--- config.mk ---
export PLATFORM = sky130hd
export DESIGN_NAME = aol_top
export DESIGN_NICKNAME = d
export VERILOG_FILES = /design/src/aol_pkg.sv /design/src/aol_line_state.sv /design/src/aol_or_map.sv /design/src/aol_top.sv
export SDC_FILE = /design/constraint.sdc
export NUM_CORES = 1
export LEC_CHECK = 0
export BUFFER_PORTS_ARGS = -buffer_cell sky130_fd_sc_hd__buf_2
export CAP_MARGIN = 20
export CORE_AREA = 4 4 82 84
export CTS_CLUSTER_SIZE = 28
export DETAILED_ROUTE_END_ITERATION = 8
export DIE_AREA = 0 0 86 88
export PLACE_DENSITY = 0.75
export SKIP_LAST_GASP = 1
export SLEW_MARGIN = 20
export SYNTH_ARGS = -nofsm -noshare
export SYNTH_HDL_FRONTEND = slang
export SYNTH_SLANG_ARGS = --single-unit
--- constraint.sdc ---
create_clock -name CLOCK_I -period 1.5 [get_ports CLOCK_I]
set_clock_uncertainty 0.2 [all_clocks]
set_input_delay 0.075 -clock CLOCK_I [delete_from_list [all_inputs] [get_ports CLOCK_I]]
set_output_delay 0.075 -clock CLOCK_I [all_outputs]
set_load 0.05 [all_outputs]
--- src/aol_pkg.sv ---
// package for the alarm output line block: register map, field layouts, types
package aol_pkg;
	localparam int NUM_LINES = 4;
	localparam int NUM_CHANS = 8;
	localparam int ADDR_W = 4;
	// register offsets (byte addresses, one word each)
	localparam logic [3:0] OFF_CTRL = 4'h0;
	localparam logic [3:0] OFF_CLEAR = 4'h4;
	localparam logic [3:0] OFF_ASSIGN = 4'h8;
	localparam logic [3:0] OFF_STATE = 4'hc;
	// control fields
	localparam int CTRL_MODE_BIT = 0;
	localparam int CTRL_POL_BIT = 1;
	localparam int CTRL_EN_LSB = 8;
	// clear and state register fields
	localparam int CLR_ALL_BIT = 4;
	localparam int STATE_IRQ_LSB = 4;
	localparam int STATE_MASK_LSB = 8;
	// values after reset
	localparam logic RST_MODE = 1'b0;
	localparam logic RST_POL = 1'b0;
	localparam logic [15:0] RST_ASSIGN = 16'h0000;
	localparam logic [3:0] RST_MASK = 4'h0;
	// idle level of all pins under the reset polarity (active low)
	localparam logic [3:0] RST_PINS = 4'hf;

	typedef enum logic {AOL_LATCH, AOL_TRACK} aol_mode_e;

	typedef struct packed {
		logic [ADDR_W-1:0] addr;
		logic [31:0] wdata;
		logic wr;
		logic rd;
	} aol_bus_s;
endpackage : aol_pkg

--- src/aol_line_state.sv ---
// one alarm line: latch or track state with clear
`timescale 1ns/1ps
module aol_line_state (
	input wire logic clk_i,
	input wire logic srst_i,
	input wire logic viol_i,
	input wire logic track_i,
	input wire logic clear_i,
	output logic state_o
);
	typedef struct packed {
		logic st;
	} aol_ls_s;
	aol_ls_s r;
	aol_ls_s next_r;

	always_comb
	begin
		next_r = r;
		if (track_i)
			next_r.st = viol_i;
		else if (viol_i)
			next_r.st = 1'b1;
		else if (clear_i)
			next_r.st = 1'b0;
	end

	always_ff @(posedge clk_i)
	begin
		if (srst_i)
			r <= '0;
		else
			r <= next_r;
	end

	assign state_o = r.st;
endmodule : aol_line_state

--- src/aol_or_map.sv ---
// per-line OR of violations of the enabled channels assigned to that line
`timescale 1ns/1ps
module aol_or_map #(
	parameter int NCH = 8,
	parameter int NL = 4
) (
	input wire logic [NCH-1:0] viol_i,
	input wire logic [NCH-1:0] en_i,
	input wire logic [2*NCH-1:0] sel_i,
	output logic [NL-1:0] line_o
);
	always_comb
	begin
		line_o = '0;
		for (int c = 0; c < NCH; c++)
			if (en_i[c] && viol_i[c])
				line_o[sel_i[2*c +: 2]] = 1'b1;
	end
endmodule : aol_or_map

--- src/aol_top.sv ---
// top of the alarm output line block: registers, line states, polarity, interrupt
//
// Overview of operation
// four independent, separately clearable alarm lines
// any channel maps to one line, sharing allowed
// line is OR of its channels' violations
// latch: hold until clear, new scan, reset
// track: asserted only while reading out-of-limits
// track: deasserts itself when reading returns
// per-line clear affects that line only
// clear-all clears every line at once
// negative polarity: alarm drives low
// positive polarity: alarm drives high, common setting
// idle line drives the opposite level
`timescale 1ns/1ps
module aol_top #(
	parameter int NCH = aol_pkg::NUM_CHANS
) (
	input wire logic CLOCK_I,
	input wire logic SRST_I,
	input wire logic [NCH-1:0] VIOL_I,
	input wire logic SCAN_START_I,
	input wire logic [aol_pkg::ADDR_W-1:0] ADDR_I,
	input wire logic [31:0] WDATA_I,
	input wire logic WR_I,
	input wire logic RD_I,
	output logic [31:0] RDATA_O,
	output logic [aol_pkg::NUM_LINES-1:0] ALARM_O,
	output logic IRQ_O
);
	localparam int NL = aol_pkg::NUM_LINES;

	typedef struct packed {
		logic mode;
		logic pol;
		logic [NCH-1:0] en;
		logic [2*NCH-1:0] sel;
		logic [NL-1:0] irq_st;
		logic [NL-1:0] irq_mask;
		logic [NL-1:0] prev_line;
		logic [NL-1:0] pins;
		logic irq;
		logic [31:0] rdata;
	} aol_top_s;

	aol_top_s r;
	aol_top_s next_r;
	aol_pkg::aol_bus_s bus;
	logic [NL-1:0] raw;
	logic [NL-1:0] state;
	logic [NL-1:0] clr;

	assign bus.addr = ADDR_I;
	assign bus.wdata = WDATA_I;
	assign bus.wr = WR_I;
	assign bus.rd = RD_I;

	// clear strobes: per line, all lines, or a new scan
	always_comb
	begin
		clr = '0;
		if (SCAN_START_I)
			clr = '1;
		if (bus.wr && bus.addr == aol_pkg::OFF_CLEAR)
		begin
			clr = clr | bus.wdata[NL-1:0];
			if (bus.wdata[aol_pkg::CLR_ALL_BIT])
				clr = '1;
		end
	end

	aol_or_map #(
		.NCH(NCH),
		.NL(NL)
	) u_map (
		.viol_i(VIOL_I),
		.en_i(r.en),
		.sel_i(r.sel),
		.line_o(raw)
	);

	for (genvar g = 0; g < NL; g++)
	begin : g_line
		aol_line_state u_ls (
			.clk_i(CLOCK_I),
			.srst_i(SRST_I),
			.viol_i(raw[g]),
			.track_i(r.mode),
			.clear_i(clr[g]),
			.state_o(state[g])
		);
	end

	always_comb
	begin
		next_r = r;
		next_r.rdata = '0;
		next_r.prev_line = state;
		// rising line state is an event; set wins over software clear
		if (bus.wr && bus.addr == aol_pkg::OFF_STATE)
			next_r.irq_st = r.irq_st & ~bus.wdata[aol_pkg::STATE_IRQ_LSB +: NL];
		next_r.irq_st = next_r.irq_st | (state & ~r.prev_line);
		if (bus.wr)
		begin
			if (bus.addr == aol_pkg::OFF_CTRL)
			begin
				next_r.mode = bus.wdata[aol_pkg::CTRL_MODE_BIT];
				next_r.pol = bus.wdata[aol_pkg::CTRL_POL_BIT];
				next_r.en = bus.wdata[aol_pkg::CTRL_EN_LSB +: NCH];
			end
			else if (bus.addr == aol_pkg::OFF_ASSIGN)
				next_r.sel = bus.wdata[2*NCH-1:0];
			else if (bus.addr == aol_pkg::OFF_STATE)
				next_r.irq_mask = bus.wdata[aol_pkg::STATE_MASK_LSB +: NL];
		end
		if (bus.rd)
		begin
			if (bus.addr == aol_pkg::OFF_CTRL)
			begin
				next_r.rdata[aol_pkg::CTRL_MODE_BIT] = r.mode;
				next_r.rdata[aol_pkg::CTRL_POL_BIT] = r.pol;
				next_r.rdata[aol_pkg::CTRL_EN_LSB +: NCH] = r.en;
			end
			else if (bus.addr == aol_pkg::OFF_ASSIGN)
				next_r.rdata[2*NCH-1:0] = r.sel;
			else if (bus.addr == aol_pkg::OFF_STATE)
			begin
				next_r.rdata[NL-1:0] = state;
				next_r.rdata[aol_pkg::STATE_IRQ_LSB +: NL] = r.irq_st;
				next_r.rdata[aol_pkg::STATE_MASK_LSB +: NL] = r.irq_mask;
			end
		end
		// pol 1 = active high, 0 = active low, one setting for all
		next_r.pins = r.pol ? state : ~state;
		next_r.irq = |(next_r.irq_st & next_r.irq_mask);
	end

	always_ff @(posedge CLOCK_I)
	begin
		if (SRST_I)
		begin
			r <= '0;
			r.mode <= aol_pkg::RST_MODE;
			r.pol <= aol_pkg::RST_POL;
			r.sel <= aol_pkg::RST_ASSIGN;
			r.irq_mask <= aol_pkg::RST_MASK;
			r.pins <= aol_pkg::RST_PINS;
		end
		else
			r <= next_r;
	end

	assign RDATA_O = r.rdata;
	assign ALARM_O = r.pins;
	assign IRQ_O = r.irq;
endmodule : aol_top

# Word level (Yosys, flattened, before mapping)
# Index checks and enable logic that the tools add are counted.
# op_classes
bitwise	17
magnitude_cmp	16
n_mux	50
reduce_logical	28
eq_ne	3
# ops
operator	count
$mux W4	18
$or A4 B4 Y4	9
$lt A2 B3 Y1 const B	8
$mux W12	2
$mux W1	20
$logic_and A1 B1 Y1	18
$demux W1 S2	8
$ge A2 B1 Y1 const B	8
$and A4 B4 Y4	3
$not A4 Y4	3
$reduce_bool A3 Y1	4
$eq A4 B4 Y1 const B	2
$mux W8	1
$eq A4 B3 Y1 const B	1
$logic_not A4 Y1	1
$reduce_or A4 Y1	1
$reduce_and A3 Y1	1
$reduce_or A3 Y1	1
$mux W2	1
$not A1 Y1	2
$reduce_and A2 Y1	1
$reduce_or A2 Y1	1
# word_totals
register_bits	79
inputBits	49
out_inout_bits	37
wordCells	130

# Depth between registers and ports, before layout
# Gate-level depths: netlist of the first run.
# logic_depth
depth_word	21
ltp_mapped	7
ltp_nobuf	5

# Hierarchy
# Synthesis of the first run repeated with hierarchy kept, for this count alone.
# unflattened
cells_unflattened	359
area_unflattened_um2	3040.4
# modules_own_cells
module	cells_each	instances	seq_area_each_um2	area_per_inst_um2
aol_top	295	1	1181.1	2563.7
aol_or_map	48	1	0.0	326.6
aol_line_state	4	4	20.0	37.5

# Worst setup path before layout of the first run
# No wires, ideal clock.
# synth_path
kind	input-to-reg
start	in ADDR_I[3] (netlist bit)
end	reg r[58] (netlist bit)
arrival_ps	1071
path_buffers	2
setup_ps	138
slack_ps	91
stages	6
required_time_ps	1162
cell_sequence	buf_4 > nor4b_4 > nand2_1 > buf_2 > nand2_1 > a21oi_2
# synth_via
elab_chain_cells	3
word_cells_on_any_way	4
classes_between	eq/ne (1); bitwise (1); reduce/logical (2)
# synth_rtl
element	line	rtl
start, declared	aol_top.sv:23	input wire logic [aol_pkg::ADDR_W-1:0] ADDR_I,
$logic_not A4 Y1	aol_top.sv:105	if (bus.addr == aol_pkg::OFF_CTRL)
$not A1 Y1 (no line)	-	
$reduce_and A3 Y1 (no line) *	-	
end signal, assigned	aol_top.sv:150	r <= next_r;
end, declared	aol_top.sv:46	aol_top_s r;
# Mark *: on every way between the ends. The rest lies on a longest branch, timed or not.
# A chain may end at the register's enable or synchronous reset.

# Worst setup path in the final report of the first run
# layout_path
start	reg g_line[1].u_ls.r
end	reg r (netlist bit IRQ_O)
# layout_via
elab_chain_cells	4
# layout_rtl
element	line	rtl
start, declared	aol_line_state.sv:14	aol_ls_s r;
start signal, assigned	aol_line_state.sv:33	r <= next_r;
$and A4 B4 Y4	aol_top.sv:102	next_r.irq_st = next_r.irq_st | (state & ~r.prev_line);
$or A4 B4 Y4	aol_top.sv:102	
$and A4 B4 Y4	aol_top.sv:135	next_r.irq = |(next_r.irq_st & next_r.irq_mask);
$reduce_or A4 Y1	aol_top.sv:135	
# Every way passes these cells.

==> results.sh, run 1 <==
export IMPL_min_path_type="in -> reg"
export IMPL_cp_arrival_ns=1.51
export IMPL_power_frac_clock_pct=46.1
export IMPL_synth_warnings=0
export IMPL_cp_top_family="compound AO/OA/AOI/OAI gates"
export IMPL_clock_sinks=63
export IMPL_critPathCaptureType="flop"
export IMPL_grt_pass1_wl_um=13700
export IMPL_cts_buffers=9
export IMPL_p_switching_uw=926
export IMPL_wl_met3_um=886
export IMPL_power_leakage_uw=0.00152
export IMPL_crit_buf_inv=0
export IMPL_ys_dominant_reg_cell="dfxtp_1"
export IMPL_cts_root_to_sink_buffers=2
export IMPL_n_antenna_cell=0
export IMPL_max_clock_freq_mhz=699
export IMPL_wl_met1_um=3570
export IMPL_io_pins=86
export IMPL_post_dp_cell_area_sq_um=3300
export IMPL_pwr_share_seq_pct=44.7
export IMPL_hold_viol=0
export IMPL_core_sq_um=5920
export IMPL_clk_latency_ns=0.35
export IMPL_routed_top_layer="met4"
export IMPL_std_cell_rows=28
export IMPL_path_cells="nor2b_2, o2111ai_1, a21boi_0, o22a_1, a21oi_1"
export IMPL_synth_cell_types=42
export IMPL_syn_area_sq_um=2950
export IMPL_die_area_sq_um=7570
export IMPL_holdWs_ns=0.0158
export IMPL_peakVddDrop_v=0.000702
export IMPL_dr_total_vias=2853
export IMPL_place_congestion=0.949
export IMPL_rsz0062_at_grt="yes"
export IMPL_power_density_nw_per_um2=1010
export IMPL_criticalPathCategory="reg -> reg"
export IMPL_run_status="complete, no violations"
export IMPL_clkTransAtPathRegs_ns=0.07
export IMPL_crit_slowest_cell="dfxtp_1"
export IMPL_postRouteWirelength_um=8660
export IMPL_drcViolationCount=0
export IMPL_ys_seq_area_share_pct=42.7
export IMPL_placedCellCount=485
export IMPL_final_common_cell="nand2_1"
export IMPL_period_share_pct=95.4
export IMPL_setup_viol_count_final=0
export IMPL_hpwlAfterDp_um=6080
export IMPL_cts_tree="done"
export IMPL_grt_overflow_total=0
export IMPL_async_flop_share_pct=0
export IMPL_ff2ff_setup_slack_ns=0.07
export IMPL_wl_met2_um=3870
export IMPL_finalMaxSlewViolations=0
export IMPL_area_growth_syn_to_layout_pct=27.4
export IMPL_p_comb_share_pct=9.2
export IMPL_finalNonFillerCells=521
export IMPL_antenna_found_initial=0
export IMPL_ant_nets=0
export IMPL_final_cell_area_sq_um=3760
export IMPL_netlist_instances=361
export IMPL_path_max_fanout=3
export IMPL_die_x_um=86
export IMPL_final_cell_mix="nand2_1 (71), dfxtp_1 (63), buf_2 (53), nor2_1 (34), buf_4 (31)"
export IMPL_utilization_pct=63.5
export IMPL_wire_per_inst_um=16.6
export IMPL_worst_endpoint_required_ns=1.58
export IMPL_die_y_um=88
export IMPL_port_buffers=53
export IMPL_grt_pass1_vias=2655
export IMPL_grtUsageTotal_pct=23.8
export IMPL_power_uw=3810
export IMPL_dr_pass1_iters=6
export IMPL_grt_max_degree=48
export IMPL_root_buffer="clkbuf_8"
export IMPL_drtIter0Drc=480
export IMPL_synth_seq_cells=63
export IMPL_initial_utilization_pct=49.9
export IMPL_netSwitchingFraction_pct=24.3
export IMPL_drv_cap=0
export IMPL_nets=490
export IMPL_synth_edff_count=0
export IMPL_drive_gt1_share_pct=27.4
export IMPL_htree_num_levels=3
export IMPL_max_stage_delay_ns=0.35
export IMPL_start_kind="flop"
export IMPL_via_per_inst=5.48
export IMPL_syn_area_per_cell_sq_um=8.18
export IMPL_internal_power_uw=2880
export IMPL_period_needed_ns=1.43
worst min-delay path: cells and delay by family:
family / cells / cell delay, ns
buffers and inverters: 1 / 0.10
AO/OA/AOI/OAI: 2 / 0.18
AND/OR/NAND/NOR: 2 / 0.18
routing by layer:
metal / vias to the layer above / global-route usage, %
li1: 1356 / -
met4: 0 / 12.4
met3: 42 / 5.64
met2: 172 / 36.9
met5: - / 0
met1: 1283 / 30.9
kinds of logic after synthesis:
| family | share of synthesized area (%) |
|---|---|
| AOI/OAI and AO/OA | 18.7 |
| xor gates and xnor gates | 1.19 |
| buffers and inverters | 12.9 |
| DFF | 42.7 |
| muxes | 0.339 |
| other | 0.127 |
| and+or+nand+nor | 24.0 |
per-stage QoR:
step           setup WS, ns  TNS (ns)
6_report             0.0693         0
5_1_grt             -0.0354   -0.0509
4_1_cts             0.00562         0
3_5_place_dp        -0.0210   -0.0356
3_3_place_gp        0.00697         0
2_1_floorplan        0.0911         0
flip-flops by register name, indices dropped and copies added (netlist names):
name                 cells
IRQ_O                    1
RDATA_O                 16
g_line.u_ls.state_o      4
r                       38
ALARM_O                  4
path summary, 6_finish.rpt:
check / startpoint / endpoint / depth (start not counted)
worst max register to register: g_line[1].u_ls.state_o$_SDFFE_PP0P_ / IRQ_O$_SDFF_PP0_ / 5
worst min register to register: r[74]$_SDFFE_PP0P_ / r[74]$_SDFFE_PP0P_ / 2
worst max-delay path: g_line[1].u_ls.state_o$_SDFFE_PP0P_ / IRQ_O$_SDFF_PP0_ / 5
worst min-delay path: VIOL_I[7] / g_line[3].u_ls.state_o$_SDFFE_PP0P_ / 5
timing repair:
action	CTS	global route
setup endpoints to repair	0	2
endpoints found under the hold margin	58	0
hold buffers	20	0
gates resized for setup	0	4
buffers inserted	0	0
power by group through the flow:
stage / clock [uW] / sequential [uW] / combinational (uW)
after global routing: 1850 / 1700 / 372
after global placement: 0 / 1740 / 300
after CTS: 1760 / 1700 / 344
final: 1750 / 1700 / 350
after detailed placement: 0 / 1740 / 302
after floorplan: 0 / 1740 / 215
cell type report:
class                      count  area (sq um)
sequential                    63          1260
timing repair buffer         107           758
clock buffer                  12           165
inverter                       7          26.3
tap                           75          93.8
fill                         511          2160
multi-input combinational    253          1380
clock inverter                 4          76.3
Yosys cell counts, drive strengths merged (2+ instances only):
cell / number / share of area [%]
nand2b: 5 / 1.1
a211oi: 2 / 0.51
xor2: 4 / 1.2
clkbuf: 9 / 1.1
nand3: 12 / 2.0
and2: 3 / 0.64
a21oi: 35 / 7.2
o21ai: 4 / 0.68
nand4: 6 / 1.3
nand2: 72 / 9.2
nor2b: 7 / 1.5
a31oi: 4 / 0.85
buf: 44 / 11
a222oi: 6 / 2.0
o2111ai: 5 / 1.5
o22a: 2 / 0.59
a22oi: 10 / 2.5
nor3: 6 / 1.0
dfxtp: 63 / 43
nor4: 2 / 0.64
o22ai: 4 / 0.85
a21boi: 3 / 0.76
nor2: 34 / 4.3
inv: 7 / 0.89
Note: power is estimated with default switching activity, not from simulation.
==> inputs of run 2 (changes only) <==
--- a/config.mk
+++ b/config.mk
@@ -7,13 +7,14 @@
 export LEC_CHECK = 0
 export BUFFER_PORTS_ARGS = -buffer_cell sky130_fd_sc_hd__buf_2
 export CAP_MARGIN = 20
-export CORE_AREA = 4 4 82 84
+export CORE_AREA = 4 4 83 85
 export CTS_CLUSTER_SIZE = 28
 export DETAILED_ROUTE_END_ITERATION = 8
-export DIE_AREA = 0 0 86 88
+export DIE_AREA = 0 0 87 89
 export PLACE_DENSITY = 0.75
 export SKIP_LAST_GASP = 1
 export SLEW_MARGIN = 20
 export SYNTH_ARGS = -nofsm -noshare
 export SYNTH_HDL_FRONTEND = slang
+export SYNTH_HIERARCHICAL = 1
 export SYNTH_SLANG_ARGS = --single-unit
==> run 2 against run 1 <==
Against the previous run: critical path depth did not move; flip-flop and latch count did not move; non-clock buffer count fell by 3; cell count fell by 0.58%; combinational power rose by 1%; register-to-register slack got worse by 0.04 ns; clock power fell by 27%; global-route usage fell by 2.8 points; worst setup slack got worse by 0.044 ns; critical path type unchanged.
==> results.sh, run 2 <==
export IMPL_root_buffer="clkbuf_8"
export IMPL_antenna_found_initial=0
export IMPL_min_path_type="in -> reg"
export IMPL_syn_area_sq_um=3040
export IMPL_cts_buffers=9
export IMPL_run_status="complete, no violations"
export IMPL_cp_arrival_ns=1.49
export IMPL_setup_viol_count_final=0
export IMPL_drv_cap=0
export IMPL_worst_endpoint_required_ns=1.51
export IMPL_post_dp_cell_area_sq_um=3330
export IMPL_finalNonFillerCells=518
export IMPL_n_antenna_cell=0
export IMPL_wire_per_inst_um=15.5
export IMPL_cts_tree="done"
export IMPL_htree_num_levels=3
export IMPL_ff2ff_setup_slack_ns=0.02
export IMPL_finalMaxSlewViolations=0
export IMPL_ant_nets=0
export IMPL_drcViolationCount=0
export IMPL_period_share_pct=98.3
export IMPL_p_comb_share_pct=10.7
export IMPL_grt_pass1_wl_um=12400
export IMPL_period_needed_ns=1.48
export IMPL_synth_area_top_cells="dfxtp_1 (41%), buf_4 (9.1%), nand2_1 (7.5%)"
export IMPL_path_cells="nand4b_1, nand4_1, or3_1, inv_1, a21oi_1"
export IMPL_grtUsageTotal_pct=21.0
export IMPL_clock_sinks=63
export IMPL_peakVddDrop_v=0.000529
export IMPL_synth_cell_types=38
export IMPL_postRouteWirelength_um=8050
export IMPL_path_max_fanout=5
export IMPL_largest_reg_flops=38
export IMPL_hpwlAfterDp_um=5960
export IMPL_clk_latency_ns=0.34
export IMPL_netSwitchingFraction_pct=25.4
export IMPL_final_cell_area_sq_um=3730
export IMPL_final_cell_mix="nand2_1 (61), dfxtp_1 (56), buf_2 (53), a21oi_1 (33), buf_4 (30)"
export IMPL_die_x_um=87
export IMPL_rsz0062_at_grt="yes"
export IMPL_die_y_um=89
export IMPL_netlist_top_cell_by_area="dfxtp_1"
export IMPL_core_sq_um=6200
export IMPL_hold_viol=0
export IMPL_drive_gt1_share_pct=26.1
export IMPL_cp_top_family="simple AND/OR/NAND/NOR gates"
export IMPL_ys_seq_area_share_pct=41.5
export IMPL_power_density_nw_per_um2=895
export IMPL_port_buffers=53
export IMPL_grt_max_degree=29
export IMPL_via_per_inst=5.30
export IMPL_max_clock_freq_mhz=678
export IMPL_nets=487
export IMPL_synth_seq_cells=63
export IMPL_postCtsSetupBuffers=0
export IMPL_pwr_share_seq_pct=51.1
export IMPL_die_area_sq_um=7740
export IMPL_synth_edff_count=0
export IMPL_std_cell_rows=29
export IMPL_synth_warnings=6
export IMPL_area_growth_syn_to_layout_pct=22.6
export IMPL_criticalPathCategory="reg -> reg"
export IMPL_grt_overflow_total=0
export IMPL_ys_dominant_reg_cell="dfxtp_1"
export IMPL_syn_area_per_cell_sq_um=8.47
export IMPL_grt_pass1_vias=2590
export IMPL_crit_buf_inv=1
export IMPL_top_register="r"
export IMPL_power_frac_clock_pct=38.2
export IMPL_yosysMostFrequentCell="dfxtp_1"
export IMPL_cts_root_to_sink_buffers=2
export IMPL_io_pins=86
export IMPL_drtIter0Drc=136
export IMPL_async_flop_share_pct=0
export IMPL_final_common_cell="nand2_1"
export IMPL_internal_power_uw=2490
export IMPL_critPathCaptureType="flop"
export IMPL_crit_slowest_cell="or3_1"
export IMPL_placedCellCount=483
export IMPL_holdWs_ns=0.0261
export IMPL_p_switching_uw=846
export IMPL_netlist_instances=359
export IMPL_clkTransAtPathRegs_ns=0.06
export IMPL_initial_utilization_pct=49.0
export IMPL_place_congestion=0.881
export IMPL_yosys_area_top_type_share_pct=41.5
export IMPL_power_leakage_uw=0.00150
export IMPL_ys_top_cells_by_count="dfxtp_1 (63), nand2_1 (61), buf_4 (37), a21oi_1 (34), nor2_1 (29)"
export IMPL_start_kind="flop"
export IMPL_max_stage_delay_ns=0.41
export IMPL_dr_pass1_iters=5
export IMPL_dr_total_vias=2744
[run 2: cell count changes in the layout (fill, tap and decap cells not counted), moves of 7 or more]
cell / previous run / this run
mux2i_1: 1 / 13
nand2_1: 71 / 61
nand4b_1: 0 / 10
a21oi_1: 25 / 33
a21oi_2: 10 / 2
dfxtp_1: 63 / 56
dfxtp_2: 0 / 7
nand4_1: 6 / 13
[run 2: power groups by stage]
stage	sequential (uW)	combinational [uW]	clock, uW
finish	1710	355	1270
global route	1710	379	1380
CTS	1700	349	1290
detailed placement	1740	307	0
global placement	1740	304	0
floorplan	1740	225	0
[run 2: what timing repair did]
action	CTS	global route
endpoints found under the hold margin	47	0
endpoints found under the setup margin	0	4
hold buffers	21	0
resized for setup	0	9
[run 2: path summary, 6_finish.rpt]
check	depth (start not counted)	endpoint	startpoint
min reg2reg	2	r[45]$_SDFF_PP0_	r[45]$_SDFF_PP0_
min	5	g_line[0].u_ls/state_o$_SDFFE_PP0P_	VIOL_I[5]
max reg2reg	5	g_line[2].u_ls/state_o$_SDFFE_PP0P_	r[61]$_SDFFE_PP0P_
max	5	g_line[2].u_ls/state_o$_SDFFE_PP0P_	r[61]$_SDFFE_PP0P_
[run 2: kinds of logic (layout without fill, tap and decap cells)]
| family | Yosys count | count (layout) | share of synthesized area (%) |
|---|---|---|---|
| AND/OR/NAND/NOR | 155 | 155 | 26.4 |
| flip-flops | 63 | 63 | 41.5 |
| AO/OA/AOI/OAI | 62 | 62 | 12.3 |
| buffers and inverters | 55 | 122 | 12.0 |
| multiplexers | 19 | 19 | 6.50 |
| XOR/XNOR | 4 | 4 | 1.15 |
| other | 1 | 16 | 0.123 |
[run 2: area by class of cell]
cell class                      instances  area (sq um)
Clock inverter                          1          5.00
Fill cell                             570          2480
Clock buffer                           13           159
Timing Repair Buffer                  104           701
Inverter                                4          15.0
Sequential cell                        63          1270
Multi-Input combinational cell        256          1480
Tap cell                               77          96.3
[run 2: stage by stage]
| step | power (uW) | setup slack [ns] | setup TNS (ns) | util [%] |
|---|---|---|---|---|
| 5_1_grt | 3470 | -0.00995 | -0.00995 | 60.1 |
| 6_report | 3340 | 0.0249 | 0 | 60.1 |
| 4_1_cts | 3350 | 0.00407 | 0 | 59.8 |
| 3_3_place_gp | 2040 | -0.0436 | -0.167 | 53.7 |
| 3_5_place_dp | 2050 | -0.0604 | -0.548 | 53.7 |
| 2_1_floorplan | 1960 | 0.00463 | 0 | - |
[run 2: worst min-delay path, stage by stage]
cell and delay [ns]:
buf_2 0.12, a31oi_1 0.09, nand4_1 0.09, inv_1 0.05, a21oi_1 0.10
[run 2: layer usage]
layer / GRT usage, % / vias up / wire length, um
met2: 35.7 / 119 / 3860
met1: 25.9 / 1263 / 3530
met4: 8.50 / 0 / 140
met5: 0 / - / 0
met3: 4.42 / 15 / 519
li1: - / 1347 / -
